$ cat src/include/phymo_map.svh
// Purpose: offsets, field positions, reset values and timing counts
// Assumes: 100 MHz clock, 10 ns period
// Notes:   all four symbol counts in cycles are top-level parameters
`ifndef PHYMO_MAP_SVH
`define PHYMO_MAP_SVH

`define PHYMO_ADDR_W          6
`define PHYMO_CTRL_OFFSET     6'h0C
`define PHYMO_CTRL_RESET      8'h24
`define PHYMO_BIT_SCRAMBLE    5
`define PHYMO_BIT_ALTSHAPE    4
`define PHYMO_BIT_MODULATION  3
`define PHYMO_BIT_CHIPRATE    2
`define PHYMO_RATE_HI         1
`define PHYMO_RATE_LO         0
`define PHYMO_RSSI_W          8

`define PHYMO_CLK_NS          10
`define PHYMO_SYM_US_BPSK20   50
`define PHYMO_SYM_US_BPSK40   25
`define PHYMO_SYM_US_OQ400    40
`define PHYMO_SYM_US_OQ1000   16
`define PHYMO_CYC(us)         (((us) * 1000) / `PHYMO_CLK_NS)

`define PHYMO_ACK_SYM_STD     4'd12
`define PHYMO_ACK_SYM_SHORT_L 4'd2
`define PHYMO_ACK_SYM_SHORT_H 4'd3
`define PHYMO_ED_SYM_STD      4'd8
`define PHYMO_ED_SYM_HDR      4'd2

`endif

$ cat src/include/phymo_pkg.sv
// Purpose: types shared by the phy mode block
// Assumes: constants come from phymo_map.svh
// Notes:   rates are in kb/s
package phymo_pkg;

  typedef enum logic [2:0] {
    SHP_RC10,
    SHP_SIN_RC02,
    SHP_RC02,
    SHP_SIN,
    SHP_RC08
  } phymo_shape_e;

  typedef struct packed {
    logic         oqpsk;
    logic         chipRateHigh;
    logic         highRate;
    logic         rateReserved;
    logic         scrambleActive;
    logic         altChipSeq;
    logic         carrierSenseOk;
    logic         lqiUseful;
    phymo_shape_e txShaping;
    logic [9:0]   headerRateKbps;
    logic [9:0]   payloadRateKbps;
  } phymo_mode_s;

endpackage : phymo_pkg

$ cat src/rtl/phymo_core.sv
// Purpose: phy mode control register, mode decode, ack and ED timing
// Assumes: register port driven by the host interface on clk
// Notes:   host keeps the radio idle while changing mode bits
`timescale 1ns/100ps
`include "phymo_map.svh"

module phymo_core #(
  parameter int SYM_CYC_BPSK20 = `PHYMO_CYC(`PHYMO_SYM_US_BPSK20),
  parameter int SYM_CYC_BPSK40 = `PHYMO_CYC(`PHYMO_SYM_US_BPSK40),
  parameter int SYM_CYC_OQ400  = `PHYMO_CYC(`PHYMO_SYM_US_OQ400),
  parameter int SYM_CYC_OQ1000 = `PHYMO_CYC(`PHYMO_SYM_US_OQ1000)
) (
  input  wire logic                       clk,
  input  wire logic                       reset_n,
  input  wire logic [`PHYMO_ADDR_W-1:0]   regAddr,
  input  wire logic                       regWrite,
  input  wire logic [7:0]                 regWrData,
  output logic      [7:0]                 regRdData,
  input  wire logic                       shortAckTime,
  input  wire logic [`PHYMO_RSSI_W-1:0]   syncThresholdLevel,
  input  wire logic [`PHYMO_RSSI_W-1:0]   rssiLevel,
  input  wire logic                       rxActive,
  input  wire logic                       framePsdu,
  input  wire logic                       ackStart,
  input  wire logic                       edStartAuto,
  input  wire logic                       edStartManual,
  output phymo_pkg::phymo_mode_s          modeStatus,
  output logic      [9:0]                 lineRateKbps,
  output logic                            syncAllowed,
  output logic                            ackDue,
  output logic                            edBusy,
  output logic                            edDone
);
  import phymo_pkg::*;

  logic [7:0]   ctrl_reg;
  logic [7:0]   ctrl_next;
  phymo_mode_s  mode_next;
  logic [15:0]  symCycles;
  logic [3:0]   ackSymbols;
  logic [15:0]  ackCyc_reg;
  logic [3:0]   ackSym_reg;
  logic         ackRun_reg;
  logic [15:0]  edCyc_reg;
  logic [3:0]   edSym_reg;
  logic [3:0]   edLen_reg;
  logic         scrEn;
  logic         altSel;
  logic         modSel;
  logic         chipSel;
  logic [1:0]   rateSel;

  assign scrEn   = ctrl_reg[`PHYMO_BIT_SCRAMBLE];
  assign altSel  = ctrl_reg[`PHYMO_BIT_ALTSHAPE];
  assign modSel  = ctrl_reg[`PHYMO_BIT_MODULATION];
  assign chipSel = ctrl_reg[`PHYMO_BIT_CHIPRATE];
  assign rateSel = ctrl_reg[`PHYMO_RATE_HI:`PHYMO_RATE_LO];

  // register write; reserved bits 7:6 are not stored
  always_comb begin
    ctrl_next = ctrl_reg;
    if (regWrite && regAddr == `PHYMO_CTRL_OFFSET) begin
      ctrl_next = {2'h0, regWrData[5:0]};
    end
  end

  always_ff @(posedge clk) begin
    if (!reset_n) begin
      ctrl_reg <= `PHYMO_CTRL_RESET;
    end else begin
      ctrl_reg <= ctrl_next;
    end
  end

  always_ff @(posedge clk) begin
    if (!reset_n) begin
      regRdData <= 8'h00;
    end else if (regAddr == `PHYMO_CTRL_OFFSET) begin
      regRdData <= ctrl_reg;
    end else begin
      regRdData <= 8'h00;
    end
  end

  // mode decode from the control register
  always_comb begin
    mode_next              = '0;
    mode_next.oqpsk        = modSel;
    mode_next.chipRateHigh = chipSel;
    mode_next.txShaping    = SHP_RC10;
    if (!modSel) begin
      mode_next.headerRateKbps  = chipSel ? 10'd40 : 10'd20;
      mode_next.payloadRateKbps = mode_next.headerRateKbps;
      mode_next.altChipSeq      = chipSel & altSel;
    end else begin
      mode_next.headerRateKbps = chipSel ? 10'd250 : 10'd100;
      case (rateSel)
        2'd0: mode_next.payloadRateKbps = chipSel ? 10'd250 : 10'd100;
        2'd1: mode_next.payloadRateKbps = chipSel ? 10'd500 : 10'd200;
        2'd2: mode_next.payloadRateKbps = chipSel ? 10'd1000 : 10'd400;
        default: begin
          mode_next.payloadRateKbps = chipSel ? 10'd500 : 10'd100;
          mode_next.rateReserved    = !chipSel;
        end
      endcase
      mode_next.highRate = (rateSel != 2'd0) && !mode_next.rateReserved;
      mode_next.scrambleActive = scrEn && (rateSel == 2'd2);
      // transmit shaping only; receive never looks at the alternate bit
      if (chipSel) begin
        mode_next.txShaping = altSel ? SHP_RC08 : SHP_SIN;
      end else begin
        mode_next.txShaping = altSel ? SHP_RC02 : SHP_SIN_RC02;
      end
    end
    mode_next.carrierSenseOk = !mode_next.highRate;
    mode_next.lqiUseful      = !mode_next.highRate;
  end

  always_ff @(posedge clk) begin
    if (!reset_n) begin
      modeStatus <= '0;
    end else begin
      modeStatus <= mode_next;
    end
  end

  // raised rate applies only while the payload is on air
  always_ff @(posedge clk) begin
    if (!reset_n) begin
      lineRateKbps <= 10'd0;
    end else if (framePsdu) begin
      lineRateKbps <= mode_next.payloadRateKbps;
    end else begin
      lineRateKbps <= mode_next.headerRateKbps;
    end
  end

  always_ff @(posedge clk) begin
    if (!reset_n) begin
      syncAllowed <= 1'b0;
    end else begin
      syncAllowed <= (syncThresholdLevel == '0) ||
                     (rssiLevel >= syncThresholdLevel);
    end
  end

  // symbol period of the current base mode
  always_comb begin
    if (!modSel) begin
      symCycles = chipSel ? 16'(SYM_CYC_BPSK40) : 16'(SYM_CYC_BPSK20);
    end else begin
      symCycles = chipSel ? 16'(SYM_CYC_OQ1000) : 16'(SYM_CYC_OQ400);
    end
  end

  always_comb begin
    ackSymbols = `PHYMO_ACK_SYM_STD;
    if (shortAckTime && mode_next.highRate) begin
      ackSymbols = chipSel ? `PHYMO_ACK_SYM_SHORT_H
                           : `PHYMO_ACK_SYM_SHORT_L;
    end
  end

  // ack timer: ackDue pulses after ackSymbols symbol periods
  always_ff @(posedge clk) begin
    if (!reset_n) begin
      ackRun_reg <= 1'b0;
      ackCyc_reg <= 16'h0000;
      ackSym_reg <= 4'h0;
      ackDue     <= 1'b0;
    end else begin
      ackDue <= 1'b0;
      if (ackStart) begin
        ackRun_reg <= 1'b1;
        ackCyc_reg <= 16'h0000;
        ackSym_reg <= 4'h0;
      end else if (ackRun_reg) begin
        if (ackCyc_reg == symCycles - 16'h0001) begin
          ackCyc_reg <= 16'h0000;
          if (ackSym_reg == ackSymbols - 4'h1) begin
            ackRun_reg <= 1'b0;
            ackDue     <= 1'b1;
          end else begin
            ackSym_reg <= ackSym_reg + 4'h1;
          end
        end else begin
          ackCyc_reg <= ackCyc_reg + 16'h0001;
        end
      end
    end
  end

  // energy detection timer; length is latched at start
  always_ff @(posedge clk) begin
    if (!reset_n) begin
      edBusy    <= 1'b0;
      edDone    <= 1'b0;
      edCyc_reg <= 16'h0000;
      edSym_reg <= 4'h0;
      edLen_reg <= `PHYMO_ED_SYM_STD;
    end else begin
      edDone <= 1'b0;
      if (!edBusy && (edStartManual || edStartAuto)) begin
        edBusy    <= 1'b1;
        edCyc_reg <= 16'h0000;
        edSym_reg <= 4'h0;
        if (!edStartManual && mode_next.highRate) begin
          edLen_reg <= `PHYMO_ED_SYM_HDR;
        end else begin
          edLen_reg <= `PHYMO_ED_SYM_STD;
        end
      end else if (edBusy) begin
        if (edCyc_reg == symCycles - 16'h0001) begin
          edCyc_reg <= 16'h0000;
          if (edSym_reg == edLen_reg - 4'h1) begin
            edBusy <= 1'b0;
            edDone <= 1'b1;
          end else begin
            edSym_reg <= edSym_reg + 4'h1;
          end
        end else begin
          edCyc_reg <= edCyc_reg + 16'h0001;
        end
      end
    end
  end

  // rxActive is only consumed here: shaping output carries no rx role
  chk_rx_shape_hold: assert property (@(posedge clk) disable iff (!reset_n)
    rxActive && $stable(ctrl_reg) |=> $stable(modeStatus.txShaping))
    else $error("shaping changed without a register change");

  chk_line_rate: assert property (@(posedge clk) disable iff (!reset_n)
    !framePsdu ##1 $stable(ctrl_reg)
      |-> lineRateKbps == modeStatus.headerRateKbps)
    else $error("header not sent at basic rate");

  chk_scramble_rate: assert property (@(posedge clk) disable iff (!reset_n)
    modeStatus.scrambleActive |-> modeStatus.oqpsk &&
      (modeStatus.payloadRateKbps == 10'd400 ||
       modeStatus.payloadRateKbps == 10'd1000))
    else $error("scrambling at wrong rate");

  chk_scramble_bit: assert property (@(posedge clk) disable iff (!reset_n)
    modSel && rateSel == 2'd2 && scrEn |=> modeStatus.scrambleActive
      || $changed(ctrl_reg))
    else $error("scrambler not enabled");

  chk_cs_high_rate: assert property (@(posedge clk) disable iff (!reset_n)
    modeStatus.highRate |-> !modeStatus.carrierSenseOk)
    else $error("carrier sense offered in high rate mode");

  chk_sync_thresh: assert property (@(posedge clk) disable iff (!reset_n)
    syncThresholdLevel != '0 && rssiLevel < syncThresholdLevel
      |=> !syncAllowed)
    else $error("sync allowed below threshold");

  // shaping is compared against the alternate bit of the decoded cycle
  chk_shape_1000: assert property (@(posedge clk) disable iff (!reset_n)
    modSel && chipSel |=>
      modeStatus.txShaping == ($past(altSel) ? SHP_RC08 : SHP_SIN))
    else $error("wrong 1000 kchip shaping");

  chk_shape_400: assert property (@(posedge clk) disable iff (!reset_n)
    modSel && !chipSel |=> modeStatus.txShaping ==
      ($past(altSel) ? SHP_RC02 : SHP_SIN_RC02))
    else $error("wrong 400 kchip shaping");

  chk_ed_manual: assert property (@(posedge clk) disable iff (!reset_n)
    !edBusy && edStartManual |=> edLen_reg == `PHYMO_ED_SYM_STD)
    else $error("manual ED not eight symbols");

  chk_ed_auto_hdr: assert property (@(posedge clk) disable iff (!reset_n)
    !edBusy && edStartAuto && !edStartManual && mode_next.highRate
      |=> edLen_reg == `PHYMO_ED_SYM_HDR)
    else $error("automated ED not two symbols");

  chk_ack_short: assert property (@(posedge clk) disable iff (!reset_n)
    shortAckTime && mode_next.highRate |->
      ackSymbols == (chipSel ? 4'd3 : 4'd2))
    else $error("short ack length wrong");

  chk_ack_std: assert property (@(posedge clk) disable iff (!reset_n)
    !shortAckTime |-> ackSymbols == 4'd12)
    else $error("standard ack length wrong");

endmodule : phymo_core

$ cat config.mk
export PLATFORM = sky130hd
export DESIGN_NAME = phymo_core
export DESIGN_NICKNAME = d
export VERILOG_FILES = /design/src/include/phymo_pkg.sv /design/src/rtl/phymo_core.sv
export VERILOG_INCLUDE_DIRS = /design/src /design/src/include
export SDC_FILE = /design/constraint.sdc
export NUM_CORES = 1
export LEC_CHECK = 0
export BUFFER_PORTS_ARGS = -buffer_cell sky130_fd_sc_hd__buf_2
export CAP_MARGIN = 40
export CORE_ASPECT_RATIO = 1.75
export CORE_MARGIN = 1
export CORE_UTILIZATION = 30
export DETAILED_ROUTE_END_ITERATION = 8
export GPL_ROUTABILITY_DRIVEN = 0
export PLACE_DENSITY_LB_ADDON = 0.05
export REMOVE_ABC_BUFFERS = 1
export SKIP_CTS_REPAIR_TIMING = 1
export SLEW_MARGIN = 5
export SYNTH_ARGS = -nofsm -noshare
export SYNTH_HDL_FRONTEND = slang
export SYNTH_SLANG_ARGS = --single-unit
$ cat constraint.sdc
create_clock -name clk -period 3.7 [get_ports clk]
set_input_delay 0.37 -clock clk [delete_from_list [all_inputs] [get_ports clk]]
set_output_delay 0.37 -clock clk [all_outputs]
set_load 0.05 [all_outputs]
==> impl_metrics.env, run 1 <==
export IMPL_status="finished clean"
export IMPL_wl_per_cell_um=13.7
export IMPL_min_period_over_period=0.832
export IMPL_reg2reg_to="edSym_reg[2]$_SDFFE_PP0P_"
export IMPL_yosys_warnings=0
export IMPL_finalNetCount=626
export IMPL_yosys_top_cells_area="dfxtp_1 (42%), ha_1 (7.6%), nor2_1 (5.9%), xor2_1 (4.9%), xnor2_1 (4.1%)"
export IMPL_setup_violations=0
export IMPL_final_hold_viol_count=0
export IMPL_yosysTopAreaCellShare=0.424
export IMPL_ys_flop_type="dfxtp_1"
export IMPL_diodes=0
export IMPL_r2r_slack_ns=0.62
export IMPL_pwr_share_comb=0.066
export IMPL_holdPathStages=2
export IMPL_synth_cell_type_count=53
export IMPL_reg2reg_depth=10
export IMPL_cp_data_arrival_time_ns=3.31
export IMPL_p_total_w=0.00207
export IMPL_syn_area_um2=4300
export IMPL_crit_fanout=18
export IMPL_numCtsBuffers=9
export IMPL_clkLatencyLatePin_ns=0.34
export IMPL_drtPass1Iterations=6
export IMPL_syn_inst=483
export IMPL_h_tree_depth=3
export IMPL_swShare=0.246
export IMPL_rows=57
export IMPL_skew_ns=0.00993
export IMPL_worstSetupPathType="register to register"
export IMPL_grt_max_degree=20
export IMPL_required_ns=3.94
export IMPL_largest_reg_flops=23
export IMPL_postSynth_asyncResetShare=0
export IMPL_initial_core_util=0.309
export IMPL_min_delay_start="regAddr[1]"
export IMPL_drt_total_wl_mm=10.2
export IMPL_clk_pin_slew_ns=0.07
export IMPL_vias_per_cell=4.75
export IMPL_track_usage=0.146
export IMPL_p_int_w=0.00156
export IMPL_power_frac_seq=0.482
export IMPL_slew_violations=0
export IMPL_pre_cts_slack_ns=0.631
export IMPL_die_area_um2=14800
export IMPL_grt_pass1_vias=3469
export IMPL_drive_gt1_frac=0.193
export IMPL_clkPwrFrac=0.452
export IMPL_relSlewSlack=0.605
export IMPL_worstSetupStartpointType="register"
export IMPL_hold_path_class="input pin to register"
export IMPL_synth_top_area_cell="dfxtp_1"
export IMPL_io_buffers=81
export IMPL_ys_seq_elements=91
export IMPL_power_density_nw_per_um2=403
export IMPL_clock_path_buffers=2
export IMPL_ant_nets=0
export IMPL_switchingPower_w=0.000510
export IMPL_via_count=3529
export IMPL_grt_pass1_wl_mm=16.9
export IMPL_min_period_ns=3.08
export IMPL_tightestPinTransition_ns=0.587
export IMPL_leakage_nw=2.23
export IMPL_syn_mean_instance_area_um2=8.90
export IMPL_dpl_hpwl_mm=7.72
export IMPL_syn2layout_area_growth_pct=19.5
export IMPL_max_freq_mhz=325
export IMPL_fp_dieH_um=160
export IMPL_rsz0062_at_grt="false"
export IMPL_cts_tree="done"
export IMPL_drt_drc_violations_left=0
export IMPL_layout_setup_ws_ns=0.623
export IMPL_setup_tns_ns=0
export IMPL_holdPathEnd="regRdData[3]$_SDFF_PN0_"
export IMPL_root_buffer="clkbuf_16"
export IMPL_drv_cap=0
export IMPL_pin_count=92
export IMPL_ys_seq_area_frac=0.424
export IMPL_vdd_drop_max_v=0.000162
export IMPL_fp_coreArea_um2=13900
export IMPL_drt_iter0_drc=113
export IMPL_cts_num_sinks=91
export IMPL_grt_overflow_total=0
export IMPL_antenna_found_initial=0
export IMPL_synth_edf_count=0
export IMPL_r2r_start="ctrl_reg[2]$_SDFFE_PN1P_"
export IMPL_fp_dieW_um=92.5
export IMPL_cp_end_kind="register"
[final cells by class]
class / count / area (µm²)
repair buffers: 85 / 435
clock buffers: 10 / 229
fillers: 1468 / 8770
clock inverters: 6 / 71.3
well taps: 177 / 221
flip-flops and latches: 91 / 1820
multi-input cells: 350 / 2270
inverters: 24 / 90.1
[logic make-up (layout without fill, tap and decap cells)]
logic type	Yosys count	in the layout	synth area share
AO/OA/AOI/OAI	50	50	0.0702
multiplexers	6	6	0.0143
buffers and inverters	48	125	0.0536
other	1	7	0.000873
adder cells (fa/ha/maj)	26	26	0.0757
XOR/XNOR	46	46	0.100
AND/OR/NAND/NOR	215	215	0.261
flip-flops	91	91	0.424
[synthesized netlist by cell type, types with 3 or more instances]
cell	instances
a21oi_1	19
and2_1	5
and3_1	17
and3b_1	3
buf_4	11
clkbuf_1	11
dfxtp_1	91
ha_1	26
inv_1	23
mux2i_1	5
nand2_1	28
nand2b_1	5
nand3_1	27
nand3b_1	3
nand4_1	11
nor2_1	68
nor2b_1	5
nor3_1	13
nor3b_1	5
nor4_1	8
o21ai_0	14
or3_1	4
or3b_2	3
xnor2_1	20
xor2_1	24
[power groups by stage]
stage	clock (W)	sequential, W	combinational (W)
2_1_floorplan	0	0.00105	0.0000561
3_3_place_gp	0	0.00102	0.000137
3_5_place_dp	0	0.00102	0.000138
4_1_cts	0.000970	0.000998	0.000139
5_1_grt	0.00101	0.00100	0.000151
6_report	0.000936	0.000998	0.000136
[routing by layer]
layer | part of all wire | wire length (µm) | vias to the layer above | global-route usage
met5 | 0 | 0 | - | 0
met4 | 0.015 | 150 | 0 | 0.0526
met3 | 0.041 | 414 | 11 | 0.0341
met2 | 0.53 | 5380 | 86 | 0.269
met1 | 0.41 | 4220 | 1638 | 0.158
li1 | - | - | 1794 | -
[cells in the final DEF (no fill, tap or decap), types with 2 or more instances in the layout]
| cell type | count |
|---|---|
| a211oi_1 | 2 |
| a21oi_1 | 19 |
| and2_1 | 5 |
| and3_1 | 17 |
| and3b_1 | 3 |
| buf_2 | 81 |
| buf_4 | 4 |
| clkbuf_16 | 9 |
| clkinvlp_4 | 2 |
| conb_1 | 7 |
| dfxtp_1 | 91 |
| ha_1 | 26 |
| inv_1 | 23 |
| inv_6 | 2 |
| mux2i_1 | 5 |
| nand2_1 | 28 |
| nand2b_1 | 5 |
| nand3_1 | 27 |
| nand3b_1 | 3 |
| nand4_1 | 11 |
| nor2_1 | 68 |
| nor2b_1 | 5 |
| nor3_1 | 13 |
| nor3b_1 | 5 |
| nor4_1 | 8 |
| nor4b_1 | 2 |
| o21ai_0 | 14 |
| o22ai_1 | 2 |
| o311a_1 | 2 |
| or3_1 | 4 |
| or3b_2 | 3 |
| or4_1 | 2 |
| xnor2_1 | 20 |
| xnor3_1 | 2 |
| xor2_1 | 24 |
[worst max path at each step]
stage | startpoint | endpoint | slack [ns] | depth (start not counted)
3_5_place_dp | ctrl_reg[2]$_SDFFE_PN1P_ | edSym_reg[3]$_SDFFE_PP0P_ | 0.63 | 10
2_1_floorplan | ctrl_reg[2]$_SDFFE_PN1P_ | ackSym_reg[2]$_SDFFE_PP0P_ | 0.92 | 10
3_3_place_gp | ctrl_reg[2]$_SDFFE_PN1P_ | edSym_reg[3]$_SDFFE_PP0P_ | 0.66 | 10
5_1_grt | ctrl_reg[2]$_SDFFE_PN1P_ | ackSym_reg[2]$_SDFFE_PP0P_ | 0.38 | 10
4_1_cts | ctrl_reg[2]$_SDFFE_PN1P_ | edSym_reg[3]$_SDFFE_PP0P_ | 0.61 | 10
6_report | ctrl_reg[2]$_SDFFE_PN1P_ | edSym_reg[2]$_SDFFE_PP0P_ | 0.62 | 10
[critical path, cell delays in order, from the launching register on]
cell and delay, ns:
dfxtp_1 0.41, buf_4 0.26, ha_1 0.28, inv_1 0.07, ha_1 0.33, xnor2_1 0.14, nor4_1 0.55, nand4_1 0.39
nor3b_1 0.32, xnor2_1 0.15, nor2_1 0.05
[per-stage QoR]
step / area [µm²] / hold WS (ns) / util / std cells
after floorplan: 4180 / 0.432 / - / 465
after global placement: 4840 / 0.454 / 0.348 / 727
after detailed placement: 4840 / 0.459 / 0.348 / 727
after CTS: 5140 / 0.176 / 0.369 / 743
after global routing: 5140 / 0.188 / 0.369 / 743
final: 5140 / 0.192 / 0.369 / 743
Note: power is estimated with default switching activity, not from simulation.
==> run 2: changes to the inputs <==
==> constraint.sdc (replaced) <==
create_clock -name clk -period 3.1 [get_ports clk]
set_input_delay 0.31 -clock clk [delete_from_list [all_inputs] [get_ports clk]]
set_output_delay 0.31 -clock clk [all_outputs]
set_load 0.05 [all_outputs]
==> run 2 against run 1 <==
Wire length is 1.2% higher. Register-to-register slack got worse by 0.20 ns. Clock skew is 0.0011 ns lower. Global-route usage is 0.24 points higher. Clock-buffer cell count is 1 lower. First-iteration DRC count shrank 20%. Power is 18% higher. Final area rose by 0.68%. Cell count increased by 0.67%. Setup slack lost 0.20 ns. Via count fell by 0.40%. Sequential share of layout area shrank 0.24 points. Critical path type unchanged.
==> impl_metrics.env, run 2 (synthesis results as in run 1) <==
export IMPL_final_area_um2=5170
export IMPL_slew_violations=0
export IMPL_gr_usage_met2=0.273
export IMPL_pin_count=92
export IMPL_crit_start="ctrl_reg[3]$_SDFFE_PN0P_"
export IMPL_finalNetCount=632
export IMPL_leakage_nw=2.26
export IMPL_fillCellCount=1508
export IMPL_power_density_nw_per_um2=473
export IMPL_r2r_start="ctrl_reg[3]$_SDFFE_PN0P_"
export IMPL_setup_tns_ns=0
export IMPL_grt_use_met3=0.0294
export IMPL_cts_num_sinks=91
export IMPL_diodes=0
export IMPL_dpl_hpwl_mm=7.94
export IMPL_final_util=0.372
export IMPL_hold_path_class="input pin to register"
export IMPL_syn2layout_area_growth_pct=20.4
export IMPL_wl_per_cell_um=13.8
export IMPL_p_int_w=0.00185
export IMPL_layout_common_cells="dfxtp_1 (91), buf_2 (81), nor2_1 (68), nand2_1 (28), nand3_1 (27)"
export IMPL_skew_ns=0.00881
export IMPL_placed_cell_area_um2=4880
export IMPL_tightestPinTransition_ns=0.566
export IMPL_fp_coreArea_um2=13900
export IMPL_die_area_um2=14800
export IMPL_setup_violations=0
export IMPL_drive_gt1_frac=0.201
export IMPL_fp_dieH_um=160
export IMPL_power_frac_seq=0.488
export IMPL_clkPwrFrac=0.446
export IMPL_grt_pass1_wl_mm=17.2
export IMPL_p_total_w=0.00244
export IMPL_swShare=0.242
export IMPL_crit_fanout=6
export IMPL_cts_tree="done"
export IMPL_final_common_cell="dfxtp_1"
export IMPL_r2r_slack_ns=0.42
export IMPL_grt_max_degree=20
export IMPL_h_tree_depth=3
export IMPL_worstSetupPathType="register to register"
export IMPL_initial_core_util=0.309
export IMPL_rows=57
export IMPL_drt_drc_violations_left=0
export IMPL_clock_path_buffers=2
export IMPL_cp_data_arrival_time_ns=2.91
export IMPL_io_buffers=81
export IMPL_ant_nets=0
export IMPL_pwr_share_comb=0.067
export IMPL_min_delay_start="regAddr[1]"
export IMPL_status="finished clean"
export IMPL_numCtsBuffers=9
export IMPL_via_count=3515
export IMPL_vias_per_cell=4.70
export IMPL_drtPass1Iterations=4
export IMPL_grt_overflow_total=0
export IMPL_switchingPower_w=0.000591
export IMPL_rsz0062_at_grt="false"
export IMPL_worstSetupStartpointType="register"
export IMPL_clkLatencyLatePin_ns=0.34
export IMPL_largest_reg_flops=23
export IMPL_max_freq_mhz=374
export IMPL_min_period_over_period=0.863
export IMPL_root_buffer="clkbuf_16"
export IMPL_min_period_ns=2.68
export IMPL_final_hold_viol_count=0
export IMPL_clk_pin_slew_ns=0.07
export IMPL_drt_total_wl_mm=10.3
export IMPL_track_usage=0.148
export IMPL_antenna_found_initial=0
export IMPL_grt_pass1_vias=3487
export IMPL_relSlewSlack=0.620
export IMPL_fp_dieW_um=92.5
export IMPL_vdd_drop_max_v=0.000210
export IMPL_cp_end_kind="register"
export IMPL_required_ns=3.34
export IMPL_busiest_layer="met2"
export IMPL_drv_cap=0
export IMPL_use_met1=0.161
export IMPL_drt_iter0_drc=90
==> run 2: cell count changes in the layout (fill, tap and decap cells not counted), sizes merged <==
cell	change
buf	+6
clkbuf	-1
clkinv	+1
clkinvlp	-1
==> run 2: power by group through the flow <==
stage                     clock network [W]   logic, W  registers (W)
after floorplan                           0  0.0000669        0.00125
after global placement                    0   0.000164        0.00122
after detailed placement                  0   0.000166        0.00122
after CTS                           0.00113   0.000166        0.00119
after global routing                0.00119   0.000179        0.00119
final                               0.00109   0.000163        0.00119
==> run 2: through the flow <==
step,setup slack [ns],hold slack [ns],instances
finish,0.424,0.135,748
global route,0.210,0.143,748
CTS,0.389,0.126,748
detailed placement,0.414,0.463,733
global placement,0.364,0.454,733
floorplan,0.322,0.372,465
==> run 2: critical path, cell delays in order, from the launching register on <==
cell	delay, ns
dfxtp_1	0.31
inv_1	0.09
ha_1	0.25
inv_1	0.06
ha_1	0.32
xnor2_1	0.14
nor4_1	0.48
nand4_1	0.38
nor3b_1	0.32
xnor2_1	0.14
nor2_1	0.06
==> run 2: worst paths after layout <==
check                                                 end  cells past startpoint
worst min-delay path              regRdData[3]$_SDFF_PN0_                      2
worst min register to register  edLen_reg[1]$_SDFFE_PN0P_                      2
worst max-delay path            edSym_reg[2]$_SDFFE_PP0P_                     10
worst max register to register  edSym_reg[2]$_SDFFE_PP0P_                     10
==> run 2: area by class of cell <==
type,count,area [µm²],share of cell area
clock inverter,6,65.1,0.0126
sequential,91,1820,0.352
inverter,24,90.1,0.0174
clock buffer,9,225,0.0436
timing repair buffer,91,480,0.0929
multi-input combinational,350,2270,0.438
tap,177,221,0.0428
==> run 2: layer usage <==
metal,routed length (µm),vias to the layer above
met3,396,13
met1,4250,1618
met4,241,0
li1,-,1805
met5,0,-
met2,5400,79
==> run 3: changes to the inputs <==
--- a/config.mk
+++ b/config.mk
@@ -6,11 +6,13 @@
 export SDC_FILE = /design/constraint.sdc
 export NUM_CORES = 1
 export LEC_CHECK = 0
+export ABC_AREA = 1
 export BUFFER_PORTS_ARGS = -buffer_cell sky130_fd_sc_hd__buf_2
 export CAP_MARGIN = 40
 export CORE_ASPECT_RATIO = 1.75
 export CORE_MARGIN = 1
 export CORE_UTILIZATION = 30
+export CTS_CLUSTER_DIAMETER = 200
 export DETAILED_ROUTE_END_ITERATION = 8
 export GPL_ROUTABILITY_DRIVEN = 0
 export PLACE_DENSITY_LB_ADDON = 0.05
==> run 3 against run 2 <==
Core utilization down 1.4 points. Die area rose by 8.8%. Setup slack better by 0.043 ns. Cell count is 23% higher. Clock skew decreased by 0.0025 ns. Largest cell class unchanged. Largest power group unchanged.
==> impl_metrics.env, run 3 <==
export IMPL_status="finished clean"
export IMPL_crit_buf_inv=2
export IMPL_grt_max_degree=17
export IMPL_initial_core_util=0.306
export IMPL_die_area_um2=16100
export IMPL_ys_seq_area_frac=0.389
export IMPL_min_period_over_period=0.850
export IMPL_slew_violations=0
export IMPL_final_hold_viol_count=0
export IMPL_min_delay_start="regWrData[5]"
export IMPL_required_ns=3.34
export IMPL_syn_inst=654
export IMPL_cp_end_kind="register"
export IMPL_vdd_drop_max_v=0.000219
export IMPL_holdPathStages=3
export IMPL_crit_path_max_incr_delay_ns=0.49
export IMPL_ys_flop_type="dfxtp_1"
export IMPL_setup_violations=0
export IMPL_r2r_start="ctrl_reg[2]$_SDFFE_PN1P_"
export IMPL_fp_dieW_um=96.4
export IMPL_holdPathEnd="ctrl_reg[5]$_SDFFE_PN1P_"
export IMPL_drv_cap=0
export IMPL_synthTopCellsByCount="nand2_1 (143), nor2_1 (102), inv_1 (96)"
export IMPL_syn2layout_area_growth_pct=17.0
export IMPL_layout_common_cells="nand2_1 (143), nor2_1 (102), inv_1 (96), dfxtp_1 (91), buf_2 (81)"
export IMPL_cts_tree="done"
export IMPL_clock_path_buffers=2
export IMPL_reg2reg_depth=14
export IMPL_power_density_nw_per_um2=442
export IMPL_final_common_cell="nand2_1"
export IMPL_postSynth_asyncResetShare=0
export IMPL_finalNetCount=797
export IMPL_syn_mean_instance_area_um2=7.16
export IMPL_wl_per_cell_um=13.2
export IMPL_fin_cells=922
export IMPL_path_delay_family="simple AND/OR/NAND/NOR gates"
export IMPL_antenna_found_initial=0
export IMPL_clkLatencyLatePin_ns=0.35
export IMPL_cp_data_arrival_time_ns=2.87
export IMPL_multi_input_area_um2=2340
export IMPL_relSlewSlack=0.642
export IMPL_drt_total_wl_mm=12.1
export IMPL_grt_pass1_vias=4088
export IMPL_final_area_um2=5480
export IMPL_max_freq_mhz=380
export IMPL_syn_area_um2=4680
export IMPL_yosysMostFrequentCell="nand2_1"
export IMPL_worstSetupPathType="register to register"
export IMPL_placedCellCount=907
export IMPL_yosysTopAreaCellShare=0.389
export IMPL_dpl_hpwl_mm=9.59
export IMPL_min_period_ns=2.63
export IMPL_fp_coreArea_um2=15300
export IMPL_placed_cell_area_um2=5200
export IMPL_grt_pass1_wl_mm=19.8
export IMPL_vias_per_cell=4.51
export IMPL_tightestPinTransition_ns=0.536
export IMPL_root_buffer="clkbuf_16"
export IMPL_final_util=0.358
export IMPL_drt_iter0_drc=130
export IMPL_synth_top_area_cell="dfxtp_1"
export IMPL_grt_overflow_total=0
export IMPL_skew_ns=0.00636
export IMPL_worstSetupStartpointType="register"
export IMPL_drive_gt1_frac=0.159
export IMPL_leakage_nw=2.59
export IMPL_worstPathCellList="ha_1 -> inv_1 -> ha_1 -> inv_1 -> nand2_1 -> nand2_1 -> nor2_1 -> nand2_1 -> nor2_1 -> nand3_2 -> nor2_4 -> nand2_1 -> o21ai_0 -> nor2_1"
export IMPL_rows=60
export IMPL_regArea_um2=1820
export IMPL_r2r_slack_ns=0.47
export IMPL_ant_nets=0
export IMPL_track_usage=0.161
export IMPL_clk_pin_slew_ns=0.07
export IMPL_io_buffers=81
export IMPL_hold_path_class="input pin to register"
export IMPL_via_count=4156
export IMPL_fp_dieH_um=167
export IMPL_rsz0062_at_grt="false"
export IMPL_slowest_stage="dfxtp_1"
export IMPL_drtPass1Iterations=4
export IMPL_cts_num_sinks=91
export IMPL_numCtsBuffers=9
export IMPL_yosys_warnings=0
export IMPL_fillCellCount=1705
export IMPL_synth_edf_count=0
export IMPL_ys_seq_elements=91
export IMPL_largest_reg_flops=23
export IMPL_reg2reg_to="ackSym_reg[1]$_SDFFE_PP0P_"
export IMPL_setup_tns_ns=0
export IMPL_diodes=0
export IMPL_pin_count=92
export IMPL_cpMostUsedCell="nand2_1"
export IMPL_synth_cell_type_count=40
export IMPL_h_tree_depth=3
export IMPL_drt_drc_violations_left=0
export IMPL_crit_fanout=7
export IMPL_yosys_top_cells_area="dfxtp_1 (39%), nand2_1 (11%), nor2_1 (8.2%), inv_1 (7.7%), ha_1 (7.0%)"
run 3: cells by family (layout without fill, tap and decap cells):
logic type               after synthesis  count (layout)  synth area share
AND/OR/NAND/NOR                      330             330             0.308
adder cells (fa/ha/maj)               26              26            0.0695
buffers and inverters                123             199             0.116
AO/OA/AOI/OAI                         60              60            0.0714
XOR/XNOR                              23              23            0.0446
flip-flops                            91              91             0.389
other                                  1               7          0.000801
run 3: area by class of cell:
cell class                 count  share of cell area
timing repair buffer          84              0.0782
sequential                    91               0.333
inverter                     100              0.0695
multi-input combinational    446               0.427
clock buffer                   9              0.0411
tap                          186              0.0425
clock inverter                 6             0.00914
run 3: worst max path at each step:
| stage | from | end | cells past startpoint |
|---|---|---|---|
| after floorplan | ctrl_reg[2]$_SDFFE_PN1P_ | ackSym_reg[1]$_SDFFE_PP0P_ | 14 |
| after global placement | ctrl_reg[2]$_SDFFE_PN1P_ | edCyc_reg[3]$_SDFFE_PP0P_ | 12 |
| after detailed placement | ctrl_reg[2]$_SDFFE_PN1P_ | edCyc_reg[3]$_SDFFE_PP0P_ | 12 |
| after CTS | ctrl_reg[2]$_SDFFE_PN1P_ | edCyc_reg[9]$_SDFFE_PP0P_ | 12 |
| after global routing | ctrl_reg[2]$_SDFFE_PN1P_ | ackSym_reg[1]$_SDFFE_PP0P_ | 14 |
| final | ctrl_reg[2]$_SDFFE_PN1P_ | ackSym_reg[1]$_SDFFE_PP0P_ | 14 |
run 3: per-stage QoR:
stage / hold WS [ns] / worst slack, ns / power, W
2_1_floorplan: 0.403 / 0.781 / 0.00134
3_3_place_gp: 0.429 / 0.481 / 0.00141
3_5_place_dp: 0.427 / 0.452 / 0.00141
4_1_cts: 0.189 / 0.445 / 0.00246
5_1_grt: 0.224 / 0.171 / 0.00252
6_report: 0.193 / 0.466 / 0.00242
run 3: routing by layer:
| layer | GRT usage | part of all wire | vias to the layer above |
|---|---|---|---|
| met1 | 0.165 | 0.40 | 1877 |
| met5 | 0 | 0 | - |
| met4 | 0.0601 | 0.023 | 0 |
| met3 | 0.0322 | 0.031 | 16 |
| met2 | 0.307 | 0.55 | 79 |
| li1 | - | - | 2184 |
run 3: worst reg2reg max path: cells and delay by family (launching register included):
family                   cells  cell delay (ns)
AO/OA/AOI/OAI                1             0.18
flip-flops                   1             0.49
AND/OR/NAND/NOR              9             0.86
buffers and inverters        2             0.25
adder cells (fa/ha/maj)      2             0.77
run 3: power breakdown:
group / total (W) / internal (W) / leakage [nW] / switching [W]
clock: 0.00104 / 0.000548 / 0.122 / 0.000494
sequential: 0.00119 / 0.00118 / 0.737 / 0.0000114
combinational: 0.000186 / 0.0000537 / 1.73 / 0.000132
